`src/bcw_regs.svh`:
```
// constants of the bridge write-configuration command block
`ifndef BCW_REGS_SVH
`define BCW_REGS_SVH

// -----------------------------------------------------------------
// command codes and configuration layout
// -----------------------------------------------------------------
`define BCW_CMD_WRITE_CONFIG 8'h11
`define BCW_CFG_RESET 8'h00
`define BCW_CFG_WRITE_MASK 8'h3f

// -----------------------------------------------------------------
// timing
// -----------------------------------------------------------------
`define BCW_CLK_PERIOD_NS 8
`define BCW_TICK_NS 1000
`define BCW_TOKEN_HALF_NS 976
`define BCW_PT_MAX_KBPS 512

// -----------------------------------------------------------------
// crc-16, reflected form, sent inverted
// -----------------------------------------------------------------
`define BCW_CRC_POLY 16'ha001
`define BCW_CRC_INIT 16'h0000

`endif

```
`src/bcw_pkg.sv`:
```
// types of the bridge write-configuration command block
package bcw_pkg;

    // -----------------------------------------------------------------
    // configuration register fields, bit 0 first from the right
    // -----------------------------------------------------------------
    typedef struct packed {
        logic [1:0] reserved;
        logic pullup_enable;
        logic quiet_enable;
        logic passthrough_enable;
        logic port_b_flag_pin_enable;
        logic port_a_flag_pin_enable;
        logic function_select;
    } bcw_cfg_t;

    // -----------------------------------------------------------------
    // command sequence states
    // -----------------------------------------------------------------
    typedef enum logic [2:0] {
        BCW_ST_IDLE,
        BCW_ST_ROM,
        BCW_ST_CMD,
        BCW_ST_PARAM,
        BCW_ST_CRC_LO,
        BCW_ST_CRC_HI,
        BCW_ST_DONE
    } bcw_state_t;

endpackage

```
`src/bcw_top.sv`:
```
// write-configuration command interpreter and configuration-driven pin control
//
// Contract
// - code 11h from the host is decoded as the write-configuration command.
// - bit 0 set runs third gpio pin; clear runs charge-detect output.
// - charge-detect pin drives the charging-supply comparator result for a power switch.
// - bit 1 set makes gpio pin a show inverted port-a buffer flag.
// - bit 2 set makes gpio pin b show inverted port-b buffer flag.
// - with flag enables set, a buffer write turns the pin pulldown on.
// - bit 3 enters pass-through; timer watches both ports; token pin outputs clock.
// - port falling edges restart timer; expiry ends pass-through and clears bit 3.
// - pass-through connects both port pins for uart traffic up to 512 kbps.
// - bit 4 enters quiet mode; timer watches primary port; token pin high, except in pass-through.
// - primary falling edge reloads timer; expiry ends quiet mode, clears bit 4.
// - bit 5 set connects weak pullup; clear connects weak pulldown instead, except in pass-through.
// - after the parameter, inverted crc-16 of command and parameter is returned.
// - commands are accepted only after bus reset and rom selection.
`timescale 1ns/100ps
`default_nettype none
`include "bcw_regs.svh"

module bcw_top #(
    parameter int TIMER_W = 8,
    parameter int TICK_CYCLES = (`BCW_TICK_NS + `BCW_CLK_PERIOD_NS - 1) / `BCW_CLK_PERIOD_NS,
    parameter int TOKEN_HALF_CYCLES = `BCW_TOKEN_HALF_NS / `BCW_CLK_PERIOD_NS
) (
    input wire logic clk_sys,
    input wire logic rst,
    input wire logic bus_reset,
    input wire logic rom_selected,
    input wire logic rx_valid,
    input wire logic [7:0] rx_byte,
    input wire logic tx_ready,
    output logic tx_valid,
    output logic [7:0] tx_byte,
    input wire logic [TIMER_W-1:0] timeout_value,
    input wire logic primary_port_pin,
    input wire logic secondary_port_pin,
    input wire logic charge_compare,
    input wire logic port_a_buffer_written_flag,
    input wire logic port_b_buffer_written_flag,
    input wire logic gpio_pin_a_normal_oe,
    input wire logic gpio_pin_b_normal_oe,
    input wire logic gpio_third_pin_normal_oe,
    input wire logic token_normal,
    output bcw_pkg::bcw_cfg_t config_value,
    output logic gpio_pin_a_oe,
    output logic gpio_pin_b_oe,
    output logic pin_c_out,
    output logic pin_c_oe,
    output logic token_pin,
    output logic passthrough_switch_on,
    output logic primary_pullup_on,
    output logic primary_pulldown_on
);

    localparam int TICK_W = $clog2(TICK_CYCLES + 1);
    localparam int TOK_W = $clog2(TOKEN_HALF_CYCLES + 1);

    generate
        if (TICK_CYCLES < 1 || TOKEN_HALF_CYCLES < 1 || TIMER_W < 1) begin : g_bad_param
            $error("bcw_top: counts must be at least one");
        end
    endgenerate

    bcw_pkg::bcw_state_t state_r;
    bcw_pkg::bcw_cfg_t cfg_r;
    logic [15:0] crc;
    logic param_take;
    logic cmd_take;
    logic prim_m_r, prim_s_r, prim_d_r;
    logic sec_m_r, sec_s_r, sec_d_r;
    logic chg_m_r, chg_s_r;
    logic mode_active;
    logic act_edge;
    logic tick_done;
    logic expire;
    logic [TICK_W-1:0] tick_r;
    logic [TIMER_W-1:0] timer_r;
    logic [TOK_W-1:0] tok_div_r;
    logic tok_clk_r;

    assign cmd_take = (state_r == bcw_pkg::BCW_ST_CMD) && rx_valid && !bus_reset;
    assign param_take = (state_r == bcw_pkg::BCW_ST_PARAM) && rx_valid && !bus_reset;
    assign config_value = cfg_r;

    // -----------------------------------------------------------------
    // command sequence
    // -----------------------------------------------------------------
    always_ff @(posedge clk_sys) begin
        if (rst) begin
            state_r <= bcw_pkg::BCW_ST_IDLE;
        end else if (bus_reset) begin
            state_r <= bcw_pkg::BCW_ST_ROM;
        end else begin
            unique case (state_r)
                bcw_pkg::BCW_ST_IDLE: begin
                end
                bcw_pkg::BCW_ST_ROM: begin
                    if (rom_selected) begin
                        state_r <= bcw_pkg::BCW_ST_CMD;
                    end
                end
                bcw_pkg::BCW_ST_CMD: begin
                    if (rx_valid) begin
                        // other codes belong to other command handlers
                        state_r <= (rx_byte == `BCW_CMD_WRITE_CONFIG) ? bcw_pkg::BCW_ST_PARAM
                                                                      : bcw_pkg::BCW_ST_DONE;
                    end
                end
                bcw_pkg::BCW_ST_PARAM: begin
                    if (rx_valid) begin
                        state_r <= bcw_pkg::BCW_ST_CRC_LO;
                    end
                end
                bcw_pkg::BCW_ST_CRC_LO: begin
                    if (tx_valid && tx_ready) begin
                        state_r <= bcw_pkg::BCW_ST_CRC_HI;
                    end
                end
                bcw_pkg::BCW_ST_CRC_HI: begin
                    if (tx_valid && tx_ready) begin
                        state_r <= bcw_pkg::BCW_ST_DONE;
                    end
                end
                bcw_pkg::BCW_ST_DONE: begin
                end
            endcase
        end
    end

    bcw_crc16 u_crc (
        .clk_sys(clk_sys),
        .rst(rst),
        .clear(bus_reset),
        .byte_valid(cmd_take || param_take),
        .byte_in(rx_byte),
        .crc(crc)
    );

    // crc bytes go out low byte first, inverted; the crc is settled one cycle after the parameter
    always_ff @(posedge clk_sys) begin
        if (rst || bus_reset) begin
            tx_valid <= 1'b0;
            tx_byte <= 8'h00;
        end else if (tx_valid) begin
            if (tx_ready) begin
                tx_valid <= 1'b0;
            end
        end else if (state_r == bcw_pkg::BCW_ST_CRC_LO) begin
            tx_valid <= 1'b1;
            tx_byte <= ~crc[7:0];
        end else if (state_r == bcw_pkg::BCW_ST_CRC_HI) begin
            tx_valid <= 1'b1;
            tx_byte <= ~crc[15:8];
        end
    end

    // -----------------------------------------------------------------
    // configuration register
    // -----------------------------------------------------------------
    // a fresh write wins over a timer expiry in the same cycle
    always_ff @(posedge clk_sys) begin
        if (rst) begin
            cfg_r <= `BCW_CFG_RESET;
        end else if (param_take) begin
            cfg_r <= rx_byte & `BCW_CFG_WRITE_MASK;
        end else if (expire) begin
            cfg_r.passthrough_enable <= 1'b0;
            cfg_r.quiet_enable <= 1'b0;
        end
    end

    // -----------------------------------------------------------------
    // pin synchronisers
    // -----------------------------------------------------------------
    always_ff @(posedge clk_sys) begin
        if (rst) begin
            {prim_m_r, prim_s_r, prim_d_r} <= 3'h7;
            {sec_m_r, sec_s_r, sec_d_r} <= 3'h7;
            {chg_m_r, chg_s_r} <= 2'h0;
        end else begin
            {prim_m_r, prim_s_r, prim_d_r} <= {primary_port_pin, prim_m_r, prim_s_r};
            {sec_m_r, sec_s_r, sec_d_r} <= {secondary_port_pin, sec_m_r, sec_s_r};
            {chg_m_r, chg_s_r} <= {charge_compare, chg_m_r};
        end
    end

    // -----------------------------------------------------------------
    // activity timer
    // -----------------------------------------------------------------
    assign mode_active = cfg_r.passthrough_enable || cfg_r.quiet_enable;
    assign act_edge = (prim_d_r && !prim_s_r)
                    || (cfg_r.passthrough_enable && sec_d_r && !sec_s_r);
    assign tick_done = (tick_r == TICK_W'(TICK_CYCLES - 1));
    assign expire = mode_active && !act_edge && tick_done && (timer_r == '0);

    always_ff @(posedge clk_sys) begin
        if (rst) begin
            tick_r <= '0;
            timer_r <= '0;
        end else if (!mode_active || act_edge || param_take) begin
            tick_r <= '0;
            timer_r <= timeout_value;
        end else if (tick_done) begin
            tick_r <= '0;
            if (timer_r != '0) begin
                timer_r <= timer_r - 1'b1;
            end
        end else begin
            tick_r <= tick_r + 1'b1;
        end
    end

    // token clock runs only in pass-through, so it costs nothing otherwise
    always_ff @(posedge clk_sys) begin
        if (rst || !cfg_r.passthrough_enable) begin
            tok_div_r <= '0;
            tok_clk_r <= 1'b0;
        end else if (tok_div_r == TOK_W'(TOKEN_HALF_CYCLES - 1)) begin
            tok_div_r <= '0;
            tok_clk_r <= !tok_clk_r;
        end else begin
            tok_div_r <= tok_div_r + 1'b1;
        end
    end

    // -----------------------------------------------------------------
    // pin control
    // -----------------------------------------------------------------
    always_ff @(posedge clk_sys) begin
        if (rst) begin
            token_pin <= 1'b0;
            passthrough_switch_on <= 1'b0;
        end else begin
            token_pin <= cfg_r.passthrough_enable ? tok_clk_r
                       : cfg_r.quiet_enable ? 1'b1 : token_normal;
            passthrough_switch_on <= cfg_r.passthrough_enable;
        end
    end

    // flag shown inverted on an open-drain pin: flag set pulls the pin low
    always_ff @(posedge clk_sys) begin
        if (rst) begin
            gpio_pin_a_oe <= 1'b0;
            gpio_pin_b_oe <= 1'b0;
        end else begin
            gpio_pin_a_oe <= cfg_r.port_a_flag_pin_enable ? port_a_buffer_written_flag
                                                          : gpio_pin_a_normal_oe;
            gpio_pin_b_oe <= cfg_r.port_b_flag_pin_enable ? port_b_buffer_written_flag
                                                          : gpio_pin_b_normal_oe;
        end
    end

    always_ff @(posedge clk_sys) begin
        if (rst) begin
            pin_c_out <= 1'b0;
            pin_c_oe <= 1'b0;
        end else begin
            pin_c_out <= cfg_r.function_select ? 1'b0 : chg_s_r;
            pin_c_oe <= cfg_r.function_select ? gpio_third_pin_normal_oe : 1'b1;
        end
    end

    // pulldown is also dropped in pass-through so it does not load the link
    always_ff @(posedge clk_sys) begin
        if (rst) begin
            primary_pullup_on <= 1'b0;
            primary_pulldown_on <= 1'b0;
        end else begin
            primary_pullup_on <= cfg_r.pullup_enable;
            primary_pulldown_on <= !cfg_r.pullup_enable && !cfg_r.passthrough_enable;
        end
    end
endmodule // bcw_top
`default_nettype wire

```
`src/bcw_crc16.sv`:
```
// byte-wide crc-16 accumulator
`timescale 1ns/100ps
`default_nettype none
`include "bcw_regs.svh"

module bcw_crc16 (
    input wire logic clk_sys,
    input wire logic rst,
    input wire logic clear,
    input wire logic byte_valid,
    input wire logic [7:0] byte_in,
    output logic [15:0] crc
);

    function automatic logic [15:0] crc_byte(input logic [15:0] c, input logic [7:0] d);
        logic [15:0] v;
        v = c;
        for (int i = 0; i < 8; i++) begin
            if (v[0] ^ d[i]) begin
                v = (v >> 1) ^ `BCW_CRC_POLY;
            end else begin
                v = v >> 1;
            end
        end
        return v;
    endfunction

    always_ff @(posedge clk_sys) begin
        if (rst || clear) begin
            crc <= `BCW_CRC_INIT;
        end else if (byte_valid) begin
            crc <= crc_byte(crc, byte_in);
        end
    end

endmodule // bcw_crc16
`default_nettype wire

```
`config.mk`:
```
export PLATFORM = sky130hd
export DESIGN_NAME = bcw_top
export DESIGN_NICKNAME = d
export VERILOG_FILES = /design/src/bcw_pkg.sv /design/src/bcw_top.sv /design/src/bcw_crc16.sv
export VERILOG_INCLUDE_DIRS = /design/src
export SDC_FILE = /design/constraint.sdc
export NUM_CORES = 1
export LEC_CHECK = 0
export ABC_AREA = 0
export BUFFER_PORTS_ARGS = -buffer_cell sky130_fd_sc_hd__clkbuf_2
export CAP_MARGIN = 20
export CORE_MARGIN = 4
export CORE_UTILIZATION = 46
export CTS_CLUSTER_DIAMETER = 40
export CTS_CLUSTER_SIZE = 20
export DETAILED_ROUTE_END_ITERATION = 6
export PLACE_DENSITY = 0.75
export SYNTH_ARGS = -nofsm -noshare
export SYNTH_HDL_FRONTEND = slang
export SYNTH_SLANG_ARGS = --single-unit
```
`constraint.sdc`:
```
create_clock -name clk_sys -period 2 [get_ports clk_sys]
set_input_delay 0.4 -clock clk_sys [delete_from_list [all_inputs] [get_ports clk_sys]]
set_output_delay 0.4 -clock clk_sys [all_outputs]
set_load 0.05 [all_outputs]
```
==> metrics.yaml, run 1 <==
dr_total_vias: 2670
antenna_cells: 0
min_period_ps: 1860
cts-root-buf: "clkbuf_8"
grt_pass1_wl_mm: 11.7
place_inst: 500
hold_buffers: 0
cpPeakStageDelay_ps: 520
cp-start-kind: "flop"
synth_most_common_cell: "dfxtp_1"
seq_area_frac_synth: 0.457
crit_type: "flop to flop"
grt_pass1_vias: 2527
drtIter0Drc: 119
status: "finished clean"
layout.cells.non_filler: 515
dpl_cell_area_um2: 3550
ios: 56
yosysTopAreaCell: "dfxtp_1"
synth_seq_cells: 73
area_growth_pct: 17.6
synth_top_area_frac: 0.457
maxCapViolCount: 0
crit_family: "simple AND/OR/NAND/NOR gates"
synth_cells: 375
fin_skew_ps: 8.48
fp-row-count: 30
cp.required_ps: 2270
wl_met1_mm: 3.18
max_freq_mhz: 539
relSlewSlack: 0.608
postCtsSetupBuffers: 0
wl_met3_um: 335
grt_max_degree: 34
cts_resized: 0
clk_pin_slew_ps: 70
cts_tree: "done"
rsz0062_at_grt: "no"
ir_worst_vdd_uv: 487
drive_gt1_frac: 0.207
synth_edf_count: 0
end_kind: "flop"
routedWlPerCell_um: 13.4
power_per_cell_area_nw_per_um2: 795
synth_common_cells: "73 x dfxtp_1, 59 x nand2_1, 43 x nor2_1, 31 x a21oi_1, 23 x xnor2_1"
clockBufferDepth: 2
yosys_warnings: 0
cts_buffers: 9
viasPerCell: 5.18
grt_overflow: 0
fin_nets: 468
avgSynthCellArea_um2: 8.52
fillCellCount: 608
synth_area_leaders: "dfxtp_1 46%, nand2_1 6.9%, xnor2_1 6.3%, nor2_1 5.1%, a21oi_1 4.9%"
cts.sink_count: 73
hpwl_mm: 5.13
routed_wirelength_mm: 6.91
crit_buf_inv: 0
setup_tns_ps: 0
ant_nets: 0
antenna_found_initial: 0
ys.flop_type: "dfxtp_1"
drc_errors: 0
worst_pin_slew_ps: 585
finalCritPeriodShare: 0.928
stdcell_area_um2: 3760
cp_cell_sequence: "and3_4 > nand4_4 > or4_4 > a21o_1 > xor2_1 > a211oi_2"
slowest_stage: "or4_4"
gp_congestion: 0.868
die_x_um: 91.3
design.die.area_um2: 8340
total_leakage_power_uw: 0.00136
placeableCoreArea_um2: 6760
route.met2.wl_mm: 3.24
drt_pass1_iterations: 5
setup_viol: 0
synth.distinct_cells: 41
clk_latency_ps: 340
synthArstFlopShare: 0
io_buffers: 53
htree_levels: 3
hold_path.class: "input port to flop"
path_max_fanout: 6
top_layer: "met4"
hold_viol: 0
cp.arrival_ps: 2120
initial_utilization: 0.473
synth_area_um2: 3200
die_y_um: 91.3
grt_util_all_layers: 0.174
final_max_slew_viol_count: 0
## cells by family (layout without fill, tap and decap cells)
kind of cell / Yosys count / after routing / synth area share
XOR/XNOR: 34 / 34 / 0.0932
flip-flops: 73 / 73 / 0.457
AO/OA/AOI/OAI: 62 / 62 / 0.119
adder cells (fa/ha/maj): 6 / 6 / 0.0235
buffers and inverters: 28 / 87 / 0.0368
other: 1 / 2 / 0.00117
multiplexers: 6 / 6 / 0.0188
AND/OR/NAND/NOR: 165 / 165 / 0.251
## power by group
part / internal [uW] / switching [uW] / total, uW
Combinational: 107 / 158 / 265
Sequential: 1480 / 22.0 / 1500
Clock: 695 / 524 / 1220
## layer usage
metal  track usage  vias to the layer above
met2         0.276                       76
met3        0.0356                       10
met5             0                        -
met1         0.229                     1210
li1              -                     1374
met4        0.0754                        0
## sequential cells by signal (all words and copies together) (netlist names), 3 cells and up
signal,count
u_crc.crc,16
timer_r,8
tx_byte,8
tick_r,7
tok_div_r,7
config_value,6
state_r,3
## area by class of cell
type / count / area [um2] / area share
clock buffer: 10 / 128 / 0.0340
clock inverter: 5 / 81.3 / 0.0216
inverter: 11 / 41.3 / 0.0110
multi-input combinational: 275 / 1620 / 0.431
sequential: 73 / 1460 / 0.389
tap: 80 / 100 / 0.0266
timing repair buffer: 61 / 325 / 0.0866
## cell usage in the layout (no fill, tap or decap), types with 11 or more instances in the layout
cell type and n:
dfxtp_1 73, nand2_1 59, clkbuf_2 53, nor2_1 43, a21oi_1 31, xnor2_1 23
nand3_1 16, a211oi_1 14, inv_1 11, xor2_1 11
## worst paths after layout
check | startpoint | endpoint | slack, ps | cells after the start
worst max-delay path | tick_r[3]$_SDFF_PP0_ | timer_r[5]$_SDFFE_PP0P_ | 140 | 6
worst min-delay path | secondary_port_pin | sec_m_r$_SDFF_PP1_ | 240 | 2
worst max register to register | tick_r[3]$_SDFF_PP0_ | timer_r[5]$_SDFFE_PP0P_ | 140 | 6
worst min register to register | prim_m_r$_SDFF_PP1_ | prim_s_r$_SDFF_PP1_ | 410 | 1
## per-stage QoR
| step | hold WS [ps] | total power, uW | util | setup WS (ps) |
|---|---|---|---|---|
| 2_1_floorplan | 389 | 1720 | - | 176 |
| 3_3_place_gp | 395 | 1790 | 0.525 | 196 |
| 3_5_place_dp | 397 | 1800 | 0.525 | 124 |
| 4_1_cts | 226 | 3020 | 0.556 | 133 |
| 5_1_grt | 237 | 3100 | 0.556 | 22.5 |
| 6_report | 241 | 2990 | 0.556 | 145 |
Note: power is estimated with default switching activity, not from simulation.
==> run 2: changes to the inputs <==
--- a/config.mk
+++ b/config.mk
@@ -15,6 +15,7 @@
 export CTS_CLUSTER_SIZE = 20
 export DETAILED_ROUTE_END_ITERATION = 6
 export PLACE_DENSITY = 0.75
+export SETUP_SLACK_MARGIN = 0.02
 export SYNTH_ARGS = -nofsm -noshare
 export SYNTH_HDL_FRONTEND = slang
 export SYNTH_SLANG_ARGS = --single-unit
==> constraint.sdc (replaced) <==
create_clock -name clk_sys -period 2.1 [get_ports clk_sys]
set_input_delay 0.42 -clock clk_sys [delete_from_list [all_inputs] [get_ports clk_sys]]
set_output_delay 0.42 -clock clk_sys [all_outputs]
set_load 0.05 [all_outputs]
==> run 2 against run 1 <==
Maximum frequency is 0.13% lower. Power is 3.6% lower. Non-clock buffer count stayed put. First-iteration DRC count is 8.4% lower. Wire length is 0.90% lower. Combinational power is 5% lower. Clock skew is 0.71 ps lower. Sequential share of layout area is 0.090 points lower. Sequential power is 5% lower. Via count stayed put. Critical path type unchanged. Utilization is 0.13 points higher. Highest routed layer unchanged. Worst setup slack better by 98 ps.
==> metrics.yaml, run 2 (synthesis gave the netlist of run 1 again) <==
cts_resized: 0
whs_ps: 252
crit_end: "timer_r[7]$_SDFFE_PP0P_"
hold_path.class: "input port to flop"
stdcell_area_um2: 3770
layout_commonest_cell: "dfxtp_1"
status: "finished clean"
ir_worst_vdd_uv: 303
largest_reg_flops: 16
cp.arrival_ps: 2080
total_leakage_power_uw: 0.00137
fin_skew_ps: 7.76
antenna_cells: 0
dpl_cell_area_um2: 3550
routed_wirelength_mm: 6.85
hold_buffers: 0
worst_pin_slew_ps: 540
dp_slack_ps: 137
antenna_found_initial: 0
clk_pin_slew_ps: 80
max_freq_mhz: 538
path_max_fanout: 6
fin_nets: 468
cp-start-kind: "flop"
final.setup.worst_slack_ps: 242
crit_buf_inv: 0
grt_max_degree: 34
cts.sink_count: 73
drive_gt1_frac: 0.209
die_y_um: 91.3
grt_pass1_wl_mm: 11.5
hold_viol: 0
postCtsSetupBuffers: 0
ant_nets: 0
power_per_cell_area_nw_per_um2: 765
hpwl_mm: 5.00
total_power_uw: 2880
grt_overflow: 0
die_x_um: 91.3
rsz0062_at_grt: "no"
largest_register: "u_crc.crc"
drc_errors: 0
io_buffers: 53
drt_pass1_iterations: 4
min_period_ps: 1860
cp.depth: 6
end_kind: "flop"
slowest_stage: "or4_4"
design.die.area_um2: 8340
cpPeakStageDelay_ps: 510
setup_tns_ps: 0
initial_utilization: 0.473
cp_cell_sequence: "and3_4 > nand4_4 > or4_4 > nor3_2 > mux2i_1 > a211oi_2"
viasPerCell: 5.18
maxCapViolCount: 0
cts_buffers: 9
cp.required_ps: 2320
layout_common_cells: "73 x dfxtp_1, 59 x nand2_1, 53 x clkbuf_2, 43 x nor2_1, 31 x a21oi_1"
worstSetupStartpoint: "tick_r[3]$_SDFF_PP0_"
dr_total_vias: 2670
reg2reg_to: "timer_r[7]$_SDFFE_PP0P_"
ios: 56
r2r_cells: 6
top_regs: "u_crc.crc (16), timer_r (8), tx_byte (8)"
placeableCoreArea_um2: 6760
fp-row-count: 30
area_growth_pct: 17.9
final_max_slew_viol_count: 0
drtIter0Drc: 109
timing.rr.start: "tick_r[3]$_SDFF_PP0_"
grt_pass1_vias: 2499
r2r_slack_ps: 240
crit_type: "flop to flop"
routedWlPerCell_um: 13.3
relSlewSlack: 0.639
clockBufferDepth: 2
finalCritPeriodShare: 0.885
htree_levels: 3
cts-root-buf: "clkbuf_8"
clk_latency_ps: 350
crit_family: "simple AND/OR/NAND/NOR gates"
cts_tree: "done"
setup_viol: 0
gp_congestion: 0.860
fillCellCount: 629
grt_util_all_layers: 0.172
## run 2: cell types whose count changed in the layout (fill, tap and decap cells not counted), sizes merged
cell and change:
clkinv -1, clkinvlp +1
## run 2: layout make-up
type,count,area [um2],share of cell area
multi-input cells,275,1620,0.430
repair buffers,61,325,0.0864
clock buffers,10,138,0.0365
well taps,80,100,0.0266
inverters,11,41.3,0.0110
flip-flops and latches,73,1460,0.388
clock inverters,5,80.1,0.0213
## run 2: report_power, final
group          internal, uW  switching, uW
sequential             1410           21.1
clock                   692            505
combinational           102            151
total                  2200            677
## run 2: how the worst min path moves through the flow
| stage | startpoint | to | slack (ps) | cells past startpoint |
|---|---|---|---|---|
| after global routing | secondary_port_pin | sec_m_r$_SDFF_PP1_ | 240 | 2 |
| after floorplan | prim_m_r$_SDFF_PP1_ | prim_s_r$_SDFF_PP1_ | 390 | 1 |
| after CTS | secondary_port_pin | sec_m_r$_SDFF_PP1_ | 240 | 2 |
| after global placement | prim_m_r$_SDFF_PP1_ | prim_s_r$_SDFF_PP1_ | 400 | 1 |
| after detailed placement | sec_m_r$_SDFF_PP1_ | sec_s_r$_SDFF_PP1_ | 400 | 1 |
| final | secondary_port_pin | sec_m_r$_SDFF_PP1_ | 250 | 2 |
## run 2: stage by stage
| step | std cells | util |
|---|---|---|
| 2_1_floorplan | 376 | - |
| 3_3_place_gp | 500 | 0.525 |
| 3_5_place_dp | 500 | 0.525 |
| 4_1_cts | 515 | 0.557 |
| 5_1_grt | 515 | 0.557 |
| 6_report | 515 | 0.557 |
## run 2: per-layer routing
metal	routed length (um)	part of all wire	global-route usage	up-vias
li1	-	-	-	1375
met1	3110	0.45	0.220	1205
met2	3210	0.47	0.274	78
met3	396	0.058	0.0389	12
met4	137	0.020	0.0842	0
met5	0	0	0	-
## run 2: worst register-to-register path: stages, from the launching register on
cell      delay [ps]
dfxtp_1          390
and3_4           220
nand4_4          130
or4_4            510
nor3_2           140
mux2i_1          250
a211oi_2         100
==> run 3: changes to the inputs <==
--- a/config.mk
+++ b/config.mk
@@ -7,6 +7,7 @@
 export NUM_CORES = 1
 export LEC_CHECK = 0
 export ABC_AREA = 0
+export ABC_CLOCK_PERIOD_IN_PS = 2100
 export BUFFER_PORTS_ARGS = -buffer_cell sky130_fd_sc_hd__clkbuf_2
 export CAP_MARGIN = 20
 export CORE_MARGIN = 4
@@ -15,6 +16,7 @@
 export CTS_CLUSTER_SIZE = 20
 export DETAILED_ROUTE_END_ITERATION = 6
 export PLACE_DENSITY = 0.75
+export REMOVE_ABC_BUFFERS = 1
 export SETUP_SLACK_MARGIN = 0.02
 export SYNTH_ARGS = -nofsm -noshare
 export SYNTH_HDL_FRONTEND = slang
==> run 3 against run 2 <==
Combinational power rose by 2%. Die area did not move. Worst setup slack got worse by 14 ps. Clock skew fell by 2.8 ps. Critical endpoint is now timer_r[5]$_SDFFE_PP0P_. Largest power group unchanged. Highest routed layer unchanged.
==> metrics.yaml, run 3 (synthesis gave the netlist of run 1 again) <==
power_frac_seq: 0.489
viasPerCell: 5.27
initial_utilization: 0.473
max_freq_mhz: 534
cp-start-kind: "flop"
grt_util_all_layers: 0.174
largest_register: "u_crc.crc"
antenna_found_initial: 0
grt_overflow: 0
clockBufferDepth: 2
drt_pass1_iterations: 4
ant_nets: 0
total_power_uw: 2920
largest_reg_flops: 16
placeableCoreArea_um2: 6760
die_y_um: 91.3
p_int_uw: 2270
ir_worst_vdd_uv: 463
dp_slack_ps: -34.0
switchingPower_uw: 650
min_period_ps: 1870
hold_end: "prim_m_r$_SDFF_PP1_"
cts.sink_count: 73
multi_input_area_um2: 1620
grt_pass1_wl_mm: 11.8
gp_congestion: 0.818
maxCapViolCount: 0
r2r_slack_ps: 230
worst_pin_slew_ps: 638
setup_viol: 0
netSwitchingFraction: 0.222
routedWlPerCell_um: 13.1
whs_ps: 268
cp.required_ps: 2360
die_x_um: 91.3
hold_viol: 0
cp.arrival_ps: 2130
worstSetupStartpoint: "tick_r[3]$_SDFF_PP0_"
cts_resized: 1
hold_path.class: "input port to flop"
hpwl_mm: 4.95
clock_power_share: 0.423
status: "finished clean"
routed_wirelength_mm: 6.74
setup_tns_ps: 0
end_kind: "flop"
relSlewSlack: 0.574
path_max_fanout: 6
fin_nets: 467
drive_gt1_frac: 0.207
cts_buffers: 9
fp-row-count: 30
postCtsSetupBuffers: 0
seq_area_um2: 1460
grt_max_degree: 34
final_max_slew_viol_count: 0
fin_skew_ps: 4.97
whs_path_depth: 2
r2r_cells: 6
fillCellCount: 621
top_regs: "u_crc.crc (16), timer_r (8), tx_byte (8)"
layout_common_cells: "73 x dfxtp_1, 59 x nand2_1, 53 x clkbuf_2, 42 x nor2_1, 31 x a21oi_1"
area_growth_pct: 18.1
drc_errors: 0
crit_type: "flop to flop"
hold_buffers: 0
cts-root-buf: "clkbuf_8"
cts_tree: "done"
layout.cells.non_filler: 514
total_leakage_power_uw: 0.00137
timing.rr.start: "tick_r[3]$_SDFF_PP0_"
finalCritPeriodShare: 0.891
clk_latency_ps: 330
ios: 56
io_buffers: 53
combPwrFrac: 0.088
rsz0062_at_grt: "no"
drtIter0Drc: 137
antenna_cells: 0
layout_commonest_cell: "dfxtp_1"
grt_pass1_vias: 2641
min_from: "primary_port_pin"
final.setup.worst_slack_ps: 228
clk_pin_slew_ps: 70
reg2reg_to: "timer_r[5]$_SDFFE_PP0P_"
power_per_cell_area_nw_per_um2: 775
htree_levels: 3
dr_total_vias: 2709
place_inst: 499
design.die.area_um2: 8340
==> run 3: cell types whose count changed in the layout (fill, tap and decap cells not counted), sizes merged <==
cell      change
clkbuf        +3
buf           -1
clkinvlp      -2
clkinv        -1
==> run 3: how the worst max path moves through the flow <==
stage / endpoint / depth (start not counted)
after floorplan: tick_r[2]$_SDFF_PP0_ / 4
after global placement: tick_r[1]$_SDFF_PP0_ / 6
after detailed placement: tick_r[6]$_SDFF_PP0_ / 6
after CTS: timer_r[5]$_SDFFE_PP0P_ / 7
after global routing: tick_r[2]$_SDFF_PP0_ / 4
final: timer_r[5]$_SDFFE_PP0P_ / 6
==> run 3: final cells by class <==
cell class | count | share of cell area
inverters | 11 | 0.0109
multi-input cells | 275 | 0.430
well taps | 80 | 0.0265
clock buffers | 13 | 0.0448
flip-flops and latches | 73 | 0.387
repair buffers | 60 | 0.0842
clock inverters | 2 | 0.0159
==> run 3: routing by layer <==
layer  global-route usage  vias up  part of all wire
met1                0.221     1267              0.47
met5                    0        -                 0
li1                     -     1375                 -
met2                0.284       61              0.47
met4               0.0691        0             0.015
met3               0.0414        6             0.047
==> run 3: worst max-delay path, cell delays in order (launching register included) <==
cell and delay, ps:
dfxtp_1 380, and3_4 220, nand4_4 140, or4_4 520, a21o_1 180, xor2_1 150, a211oi_2 200
==> run 3: power by group through the flow <==
stage | combinational (uW) | clock (uW) | sequential (uW)
floorplan | 141 | 0 | 1490
global route | 283 | 1330 | 1430
finish | 257 | 1240 | 1430
CTS | 257 | 1270 | 1430
detailed placement | 255 | 0 | 1460
global placement | 252 | 0 | 1460
==> run 3: per-stage QoR <==
| stage | utilization | area (um2) |
|---|---|---|
| floorplan | - | 3120 |
| global placement | 0.524 | 3540 |
| detailed placement | 0.524 | 3540 |
| CTS | 0.558 | 3770 |
| global route | 0.558 | 3770 |
| finish | 0.558 | 3770 |
